===== config.mk =====
export PLATFORM = sky130hd
export DESIGN_NAME = sarq_top
export DESIGN_NICKNAME = d
export VERILOG_FILES = /design/src/hdl/sarq_pkg.sv /design/src/hdl/sarq_top.sv
export VERILOG_INCLUDE_DIRS = /design/src /design/src/hdl
export SDC_FILE = /design/constraint.sdc
export NUM_CORES = 1
export LEC_CHECK = 0
export ABC_CLOCK_PERIOD_IN_PS = 6600
export BUFFER_PORTS_ARGS = -buffer_cell sky130_fd_sc_hd__buf_2
export CORE_AREA = 2 2 183 185
export CTS_CLUSTER_DIAMETER = 150
export DETAILED_ROUTE_END_ITERATION = 16
export DIE_AREA = 0 0 185 187
export GPL_TIMING_DRIVEN = 0
export PLACE_DENSITY = 0.85
export SKIP_CTS_REPAIR_TIMING = 1
export SLEW_MARGIN = 20
export SYNTH_ARGS = -nofsm -noshare
export SYNTH_HDL_FRONTEND = slang
export SYNTH_HIERARCHICAL = 1
export SYNTH_SLANG_ARGS = --single-unit

===== constraint.sdc =====
create_clock -name i_clk -period 6.6 [get_ports i_clk]
set_input_delay 1.32 -clock i_clk [delete_from_list [all_inputs] [get_ports i_clk]]
set_output_delay 1.32 -clock i_clk [all_outputs]
set_load 0.03 [all_outputs]

===== src/hdl/sarq_consts.svh =====
// constants of the converter sequencer control
`ifndef SARQ_CONSTS_SVH
`define SARQ_CONSTS_SVH
`define SARQ_SYS_CLK_HZ 10000000
`define SARQ_CONV_CLK_MAX_HZ 18000000
`define SARQ_CLK_DIV_MIN ((`SARQ_SYS_CLK_HZ + `SARQ_CONV_CLK_MAX_HZ - 1) / `SARQ_CONV_CLK_MAX_HZ)
`define SARQ_CONV_CLKS 18
`define SARQ_TRIALS 12
`define SARQ_RES_W 12
`define SARQ_NCH 8
`define SARQ_CH_W 3
`define SARQ_SAMP_W 8
`define SARQ_CNT_W 8
`define SARQ_DIV_W 4
`define SARQ_FIFO_DEPTH 16
`define SARQ_TRIAL_MSB 12'h800
`endif


===== src/hdl/sarq_pkg.sv =====
// types of the converter sequencer control
`include "sarq_consts.svh"
package sarq_pkg;
    typedef enum logic [1:0] {SARQ_IDLE, SARQ_SAMPLE, SARQ_CONV} sarq_state_t;

    typedef struct packed {
        logic [`SARQ_CH_W-1:0] ch;
        logic [`SARQ_RES_W-1:0] data;
    } sarq_res_t;

    typedef struct packed {
        sarq_state_t st;
        logic [`SARQ_CH_W-1:0] ch;
        logic [`SARQ_CNT_W-1:0] cnt;
        logic [`SARQ_RES_W-1:0] code;
        logic [`SARQ_RES_W-1:0] bitm;
        logic [`SARQ_RES_W-1:0] dac;
        logic scan_auto;
        logic [`SARQ_NCH-1:0][`SARQ_RES_W-1:0] res;
        logic res_stb;
        logic oor;
        logic [`SARQ_CH_W-1:0] oor_ch;
        logic done;
        logic samp;
        logic busy;
        logic [`SARQ_DIV_W-1:0] div;
        logic tick;
    } sarq_top_s_t;
endpackage


===== src/hdl/sarq_top.sv =====
// converter sequencer control: result fifo and sequencer top
`timescale 1ns/1ps
`include "sarq_consts.svh"

// ----------------------------------------
// result fifo, shift style so the head is always a flop
// ----------------------------------------
module sarq_fifo #(
    parameter int W = 15,
    parameter int DEPTH = `SARQ_FIFO_DEPTH
) (
    input wire logic i_clk,            // system clock
    input wire logic i_rst_n,          // async reset, low
    input wire logic i_valid,          // push request
    input wire logic [W-1:0] i_data,   // push data
    output logic o_ready,              // room for a push
    output logic o_valid,              // head holds data
    output logic [W-1:0] o_data,       // head data
    input wire logic i_ready           // consumer takes head
);
    typedef struct packed {
        logic [DEPTH-1:0][W-1:0] mem;
        logic [$clog2(DEPTH+1)-1:0] cnt;
        logic rdy;
        logic vld;
    } sarq_fifo_s_t;
    sarq_fifo_s_t q, d;
    logic push, pop;

    // shift down on pop, write behind the last entry on push
    always_comb
    begin
        d = q;
        push = i_valid && q.rdy;
        pop = i_ready && q.vld;
        if (pop)
        begin
            for (int i = 0; i < DEPTH - 1; i++)
            begin
                d.mem[i] = q.mem[i+1];
            end
            d.cnt = q.cnt - 1'b1;
        end
        if (push)
        begin
            d.mem[d.cnt[$clog2(DEPTH)-1:0]] = i_data;
            d.cnt = d.cnt + 1'b1;
        end
        d.vld = (d.cnt != '0);
        d.rdy = (d.cnt != DEPTH[$clog2(DEPTH+1)-1:0]);
    end

    always_ff @(posedge i_clk or negedge i_rst_n)
    begin
        if (!i_rst_n)
        begin
            q <= '{mem: '0, cnt: '0, rdy: 1'b1, vld: 1'b0};
        end
        else
        begin
            q <= d;
        end
    end

    assign o_ready = q.rdy;
    assign o_valid = q.vld;
    assign o_data = q.mem[0];
endmodule

// ----------------------------------------
// sequencer top
// ----------------------------------------
module sarq_top
    import sarq_pkg::*;
#(
    parameter int CLK_DIV = `SARQ_CLK_DIV_MIN
) (
    input wire logic i_clk,                                            // 10 MHz system clock
    input wire logic i_rst_n,                                          // async reset, low
    input wire logic i_en,                                             // converter enable
    input wire logic i_deep_sleep,                                     // deep sleep, idles the sequencer; a storing cycle completes first
    input wire logic i_auto,                                           // 1 scan, 0 firmware channel
    input wire logic i_continuous,                                     // restart scan at end
    input wire logic i_start,                                          // start pulse
    input wire logic [`SARQ_NCH-1:0] i_ch_en,                          // scan channel mask
    input wire logic [`SARQ_CH_W-1:0] i_fw_ch,                         // firmware channel
    input wire logic [`SARQ_NCH-1:0][`SARQ_SAMP_W-1:0] i_samp_time,    // per channel window
    input wire logic [`SARQ_RES_W-1:0] i_range_lo,                     // low limit
    input wire logic [`SARQ_RES_W-1:0] i_range_hi,                     // high limit
    input wire logic i_cmp,                                            // comparator: input >= dac
    output logic [`SARQ_CH_W-1:0] o_mux_sel,                           // channel mux select
    output logic o_sample,                                             // sample switch closed
    output logic [`SARQ_RES_W-1:0] o_dac,                              // trial code
    output logic o_busy,                                               // sequencer active
    output logic [`SARQ_NCH-1:0][`SARQ_RES_W-1:0] o_res,               // per channel results
    output logic o_res_stb,                                            // result stored pulse
    output logic o_oor_irq,                                            // out of range pulse
    output logic [`SARQ_CH_W-1:0] o_oor_ch,                            // channel out of range
    output logic o_scan_done,                                          // scan complete pulse
    output logic o_fifo_valid,                                         // result fifo head valid
    output sarq_pkg::sarq_res_t o_fifo_data,                           // result fifo head
    input wire logic i_fifo_ready                                      // consumer takes head
);
    import sarq_pkg::*;

    localparam logic [`SARQ_DIV_W-1:0] DIV_LAST = `SARQ_DIV_W'(CLK_DIV - 1);
    localparam logic [`SARQ_CNT_W-1:0] CONV_LAST = `SARQ_CNT_W'(`SARQ_CONV_CLKS - 2);
    localparam logic [`SARQ_CNT_W-1:0] TRIAL_N = `SARQ_CNT_W'(`SARQ_TRIALS);

    sarq_top_s_t q, d;
    logic halt, fifo_rdy, push, fin;
    sarq_res_t push_data;
    logic [`SARQ_CH_W:0] nx_cont, nx_first;

    // lowest enabled channel above cur, or from zero; msb says found
    function automatic logic [`SARQ_CH_W:0] sarq_next(input logic [`SARQ_CH_W-1:0] cur,
                                                      input logic [`SARQ_NCH-1:0] mask,
                                                      input logic from0);
        logic [`SARQ_CH_W:0] r;
        r = '0;
        for (int i = `SARQ_NCH - 1; i >= 0; i--)
        begin
            if (mask[i] && (from0 || i > int'(cur)))
            begin
                r = {1'b1, `SARQ_CH_W'(i)};
            end
        end
        return r;
    endfunction

    // next state of the whole sequencer
    always_comb
    begin
        d = q;
        halt = i_deep_sleep || !i_en;
        d.res_stb = 1'b0;
        d.oor = 1'b0;
        d.done = 1'b0;
        push = 1'b0;
        push_data = '{ch: q.ch, data: q.code};
        nx_cont = sarq_next(q.ch, i_ch_en, 1'b0);
        nx_first = sarq_next(q.ch, i_ch_en, 1'b1);
        fin = 1'b0;
        // conversion clock enable; divider keeps it at or under the maximum rate
        d.tick = (q.div == DIV_LAST);
        d.div = d.tick ? '0 : q.div + 1'b1;
        case (q.st)
            SARQ_IDLE:
            begin
                if (i_start && !halt)
                begin
                    d.scan_auto = i_auto;
                    d.cnt = '0;
                    if (i_auto)
                    begin
                        d.ch = nx_first[`SARQ_CH_W-1:0];
                        d.st = nx_first[`SARQ_CH_W] ? SARQ_SAMPLE : SARQ_IDLE;
                    end
                    else
                    begin
                        d.ch = i_fw_ch;
                        d.st = SARQ_SAMPLE;
                    end
                end
            end
            SARQ_SAMPLE:
            begin
                // window length comes from the channel being sampled
                if (q.tick)
                begin
                    d.cnt = q.cnt + 1'b1;
                    if (q.cnt == `SARQ_CNT_W'(i_samp_time[q.ch]))
                    begin
                        d.st = SARQ_CONV;
                        d.cnt = '0;
                        d.code = '0;
                        d.bitm = `SARQ_TRIAL_MSB;
                        d.dac = `SARQ_TRIAL_MSB;
                    end
                end
            end
            SARQ_CONV:
            begin
                // successive approximation, then settle to the full conversion length
                if (q.tick && q.cnt < TRIAL_N)
                begin
                    d.code = i_cmp ? q.dac : q.code;
                    d.bitm = q.bitm >> 1;
                    d.dac = d.code | d.bitm;
                    d.cnt = q.cnt + 1'b1;
                end
                else if (q.tick && q.cnt != CONV_LAST)
                begin
                    d.cnt = q.cnt + 1'b1;
                end
                else if (q.tick && fifo_rdy)
                begin
                    // a full fifo holds the sequencer here, so no result is dropped
                    fin = 1'b1;
                    push = 1'b1;
                    d.res[q.ch] = q.code;
                    d.res_stb = 1'b1;
                    d.oor = (q.code < i_range_lo) || (q.code > i_range_hi);
                    d.oor_ch = q.ch;
                    d.cnt = '0;
                    d.st = SARQ_IDLE;
                    if (q.scan_auto && nx_cont[`SARQ_CH_W])
                    begin
                        d.ch = nx_cont[`SARQ_CH_W-1:0];
                        d.st = SARQ_SAMPLE;
                    end
                    else
                    begin
                        d.done = 1'b1;
                        if (q.scan_auto && i_continuous && nx_first[`SARQ_CH_W])
                        begin
                            d.ch = nx_first[`SARQ_CH_W-1:0];
                            d.st = SARQ_SAMPLE;
                        end
                    end
                end
            end
            default:
            begin
                d.st = SARQ_IDLE;
            end
        endcase
        if (halt && !fin)
        begin
            d.st = SARQ_IDLE;
            d.cnt = '0;
        end
        d.samp = (d.st == SARQ_SAMPLE);
        d.busy = (d.st != SARQ_IDLE);
    end

    always_ff @(posedge i_clk or negedge i_rst_n)
    begin
        if (!i_rst_n)
        begin
            q <= '{st: SARQ_IDLE, default: '0};
        end
        else
        begin
            q <= d;
        end
    end

    // result stream towards software
    sarq_fifo #(.W($bits(sarq_res_t)), .DEPTH(`SARQ_FIFO_DEPTH)) u_fifo (
        .i_clk(i_clk),
        .i_rst_n(i_rst_n),
        .i_valid(push),
        .i_data(push_data),
        .o_ready(fifo_rdy),
        .o_valid(o_fifo_valid),
        .o_data(o_fifo_data),
        .i_ready(i_fifo_ready)
    );

    assign o_mux_sel = q.ch;
    assign o_sample = q.samp;
    assign o_dac = q.dac;
    assign o_busy = q.busy;
    assign o_res = q.res;
    assign o_res_stb = q.res_stb;
    assign o_oor_irq = q.oor;
    assign o_oor_ch = q.oor_ch;
    assign o_scan_done = q.done;

    logic [7:0] conv_cyc;
    always_ff @(posedge i_clk or negedge i_rst_n)
    begin
        if (!i_rst_n)
        begin
            conv_cyc <= '0;
        end
        else
        begin
            // saturates so that a long fifo stall cannot wrap it into a false short count
            if (q.st != SARQ_CONV)
            begin
                conv_cyc <= 8'h00;
            end
            else if (conv_cyc != 8'hFF)
            begin
                conv_cyc <= conv_cyc + 8'h01;
            end
        end
    end
endmodule


# ---- Word level (Yosys, flattened, before mapping)
# Cells that the tools add are included.
dict set report word_totals {
  reg_bits 406
}
dict set report classes {
  n_addsub 4
  order_cmp 14
  n_eq_ne 17
  n_mux 57
  n_bitwise 3
  n_reduce_logical 36
}
# operator n
set ops {}
lappend ops {{230-bit two-way mux} 2}
lappend ops {{240-bit bitwise mux} 1}
lappend ops {{96-bit bitwise mux} 1}
lappend ops {{44-bit two-way mux} 2}
lappend ops {{4-bit two-way mux} 18}
lappend ops {{36-bit one-hot mux with 2 select lines} 1}
lappend ops {{15-bit demux with 4-bit select} 1}
lappend ops {{12-bit demux with 3-bit select} 1}
lappend ops {{36-bit two-way mux} 1}
lappend ops {{8-bit two-way mux} 4}
lappend ops {{13-bit two-way mux} 2}
lappend ops {{8-bit binary-select mux with 3-bit select} 1}
lappend ops {{12-bit two-way mux} 2}
lappend ops {{6-bit two-way mux} 4}
lappend ops {{8-bit one-hot mux with 3 select lines} 1}
lappend ops {{1-bit logical AND} 19}
lappend ops {{15-bit two-way mux} 1}
lappend ops {{5-bit two-way mux} 3}
lappend ops {{2-bit inequality test, second input constant} 7}
lappend ops {{12-bit greater-than comparator} 1}
lappend ops {{3-bit greater-than comparator, first input constant} 4}
lappend ops {{12-bit less-than comparator} 1}
lappend ops {{12-bit by 11-bit OR with 12-bit output} 1}
lappend ops {{4-bit AND reduction} 3}
lappend ops {{31 further kinds} 49}

# ---- Longest topological paths before layout
dict set report depth {
  word_depth 17
  ltp_mapped 12
  ltp_nobuf 11
}

# ---- Cells and area by module
# The synthesis kept the hierarchy.
# module n_inst cells_per_inst area_each_um2 seq_area_each_um2
set modules_own_cells {}
lappend modules_own_cells {sarq_fifo 1 1136 11451.0 6182.2}
lappend modules_own_cells {sarq_top 1 851 8941.1 3953.8}

# ---- Least setup slack after synthesis
# OpenSTA, ideal clock, no wires.
dict set report synth_path {
  path_kind {in2reg}
  startpoint {input i_fifo_ready}
  endpoint {register u_fifo/q[64] (netlist name)}
  t_arrival_ns 3.255
  setup_slack_ns 3.204
  stages 9
  path_cell_list {and2_1 > clkbuf_1 > xnor2_1 > ha_1 > nand2_1 > or4_1 > clkbuf_1 > nor2_1 > a31oi_1}
}
# element line
set synth_rtl {}
lappend synth_rtl {{start: declaration} sarq_top.sv:102} ;# input wire logic i_fifo_ready
lappend synth_rtl {{end signal: assignment} sarq_top.sv:57} ;# q <= '{mem: '0, cnt: '0, rdy: 1'b1, vld: 1'b0};
lappend synth_rtl {{end: declaration} sarq_top.sv:27} ;# sarq_fifo_s_t q, d;

==> results by group <==
Critical path
  – Setup crit start kind: register
  – Setup Crit Path Kind: reg -> reg
  – Worst Setup End Kind: register
  – Critical path origin: q[151]
  – CP arrival: 4600 ps
  – CP cell instances: or3_1 -> nor2_1 -> nand4_1 -> inv_1 -> and2_1 -> nand2_1 -> nor4_1 -> clkbuf_1 -> o21ai_0
  – Cell at the slowest stage of the critical path: nor4_1
  – Reg-to-reg startpoint: q[151]
  – CP Data Required Time: between 6000 and 7000 ps
  – CP bufs+invs: 2
  – Crit path max fanout: 10
  – Crit path max-delay family: simple AND/OR/NAND/NOR gates
  – Worst path max stage delay: about 690 ps

Logic synthesis
  – Syn Nets: roughly 2,100
  – Post-synthesis sequential area ratio: approximately 50%
  – Post-synth ARST share: 100.0%
  – #FFs+latches synth: 405
  – Post-Syn Area: around 0.02 mm2
  – Yosys Warn Count: 6
  – Dominant synthesized flop cell: dfrtp_1
  – Gate Count Post-Synth: approximately 2,000
  – Synthesized area per cell: just over 10 um2
  – Synth unique cells: 64
  – Post-synth EDFFs: 0

Global routing
  – Antenna violations before repair: 3
  – Global-route wire length before repair: 87,630 um
  – Largest net degree at the start of global routing: 103
  – GRT Overall Usage: 32.21%
  – Number of global-route vias before repair: roughly 17,000
  – Grt total ovfl: 0

Clock network
  – Worst-Skew Late Latency: around 550 ps
  – Total CTS buffers: 42
  – Root Buffer: clkbuf_16
  – H-tree depth: 2
  – Clk slew on worst S/H paths: about 70 ps
  – Sink Count: 405
  – CTS Buffer Depth: 3
  – CTS tree: yes

Die
  – Placement Rows: 67
  – Initial Util: between 60% and 70%
  – Die H: about 190 um
  – # IOs: approximately 240
  – Die area: roughly 0.035 mm2
  – Core ar.: approximately 0.033 mm2
  – Die width: between 150 and 200 um

Drt
  – Total Wirelength: between 50,000 and 60,000 um
  – Vias: 16,310
  – Initial DRC count: ~1,500
  – Vias per cell: just under 6
  – WL/cell: 20.17 um
  – Detailed-route DRC error count: 0
  – ANT nets after route: 0
  – DRT Pass-1 Iters: 7

STA
  – Max Freq: 237.8 MHz
  – Hold slack: approximately 500 ps
  – Final worst path period share: 63.72%
  – Slew headroom: 40.82%
  – Min Tclk post-route: 4205 ps
  – Worst Tran Pin Value: 887.6 ps
  – Fin. max-slew vios: 0
  – RSZ-0062 raised after global routing: false
  – Final setup fails: 0
  – Layout Skew: ~21 ps
  – Final hold viol count: 0
  – Setup TNS Final: 0 ps

Layout
  – # diodes: 0
  – Area delta synth->final: 16.08%
  – Core Util, Final: slightly above 70%
  – Final nets: about 2,400
  – Layout cells sized above 1: 25.76%
  – Most frequent cells in the layout: dfrtp_1, nand2_1, buf_2
  – Commonest non-fill, non-tap cell in the layout: dfrtp_1
  – # fillers: between 2,000 and 2,500

Pwr
  – Sw Pwr: between 1.5 and 2 mW
  – Combinational Power Share: around 15%
  – Worst vdd ir: approximately 0.20 mV
  – Static Leak: ~12 nW
  – Clock share of power: between 40% and 50%
  – Switching Share: 27.15%
  – Internal power: roughly 4.3 mW
  – Overall power: approximately 5.8 mW
  – Sequential power share: 44.3%
  – Pwr dens: approximately 250 mW/mm2

Placed design
  – GPL Wtd Cong: 0.8972
  – PortBufs: between 200 and 250
  – HPWL Detailed: a little under 40,000 um

Min path
  – Min-delay src: q[1]
  – Hold Path Class: reg -> reg

Status
  – Status: finished, final reports clean

Run
  – Max-capacitance violation count: 0
-- flip-flops by register name, indices dropped and copies added, names as in the netlist --
signal	flops
u_fifo/q	230
o_res	96
q	27
u_fifo/o_data	15
o_dac	12
push_data	12
o_mux_sel	3
o_oor_ch	3
o_busy	1
o_oor_irq	1
o_res_stb	1
o_sample	1
o_scan_done	1
u_fifo/o_ready	1
u_fifo/o_valid	1
-- per-stage QoR --
| stage | setup slack [ps] | instance area (um2) | cells |
|---|---|---|---|
| CTS | 2531 | 23670 | 2754 |
| finish | 2395 | 23670 | 2754 |
| detailed placement | 2291 | 22280 | 2680 |
| floorplan | 3204 | 20390 | 1987 |
| global placement | -3468 | 22160 | 2676 |
| global route | 2321 | 23670 | 2754 |
-- metal layers --
layer	track usage [%]	wire, um
met4	15.42	2764
met1	39.84	21500
met5	0	13
met2	54.62	27480
met3	5.783	3788
-- cells in the mapped netlist (6+ instances only) --
master	number	area [um2]
nor4_1	10	62.56
nor3_1	10	50.05
nand2_1	336	1261
dfrtp_1	404	10110
mux2_2	112	1261
a211oi_1	7	52.55
mux2i_1	211	2112
buf_4	132	991.0
buf_2	16	80.08
nor2_1	51	191.4
xnor2_1	17	148.9
a31oi_1	33	206.5
nand2b_1	23	143.9
o31ai_1	15	112.6
a21o_1	12	90.09
mux4_2	9	202.7
and3_1	7	43.79
o21ai_0	214	1071
nand4_1	7	43.79
clkbuf_1	111	416.7
inv_1	49	183.9
nor2b_1	6	37.54
nand3_1	45	225.2
a21oi_1	46	230.2
ha_1	36	450.4
-- area by class of cell --
type / count / area (um2) / share of cell area, %
timing repair buffer: 245 / 1326 / 5.603
buffer: 265 / 1518 / 6.412
multi-input combinational: 1268 / 8554 / 36.14
sequential: 405 / 10140 / 42.82
inverter: 49 / 183.9 / 0.7770
clock buffer: 57 / 1207 / 5.101
tap: 448 / 560.5 / 2.368
clock inverter: 17 / 185.2 / 0.7823
-- kinds of logic after synthesis --
| logic type | after synthesis | share of synthesized area, % |
|---|---|---|
| AO/OA/AOI/OAI | 366 | 10.35 |
| adder cells (fa/ha/maj) | 36 | 2.209 |
| multiplexers | 333 | 17.66 |
| AND/OR/NAND/NOR | 513 | 10.87 |
| flip-flops | 405 | 49.71 |
| buffers and inverters | 314 | 8.345 |
| XOR/XNOR | 20 | 0.8590 |
-- worst paths after layout --
check                                end  slack, ps  cells past startpoint
max reg2reg                u_fifo/q[125]       2390                      9
max                        u_fifo/q[125]       2390                      9
min reg2reg                         q[1]        490                      1
max in group asynchronous         q[158]       4230                      4
min                                 q[1]        490                      1
min in group asynchronous  u_fifo/q[117]        700                      1
-- power groups by stage --
stage	Combinational [mW]	Sequential (mW)	Clock, mW
2_1_floorplan	0.596	2.61	0
3_3_place_gp	0.807	2.62	0
3_5_place_dp	0.849	2.62	0
4_1_cts	0.855	2.58	2.41
5_1_grt	0.916	2.58	2.50
6_report	0.862	2.58	2.39
(Power assumes the default switching activity.)
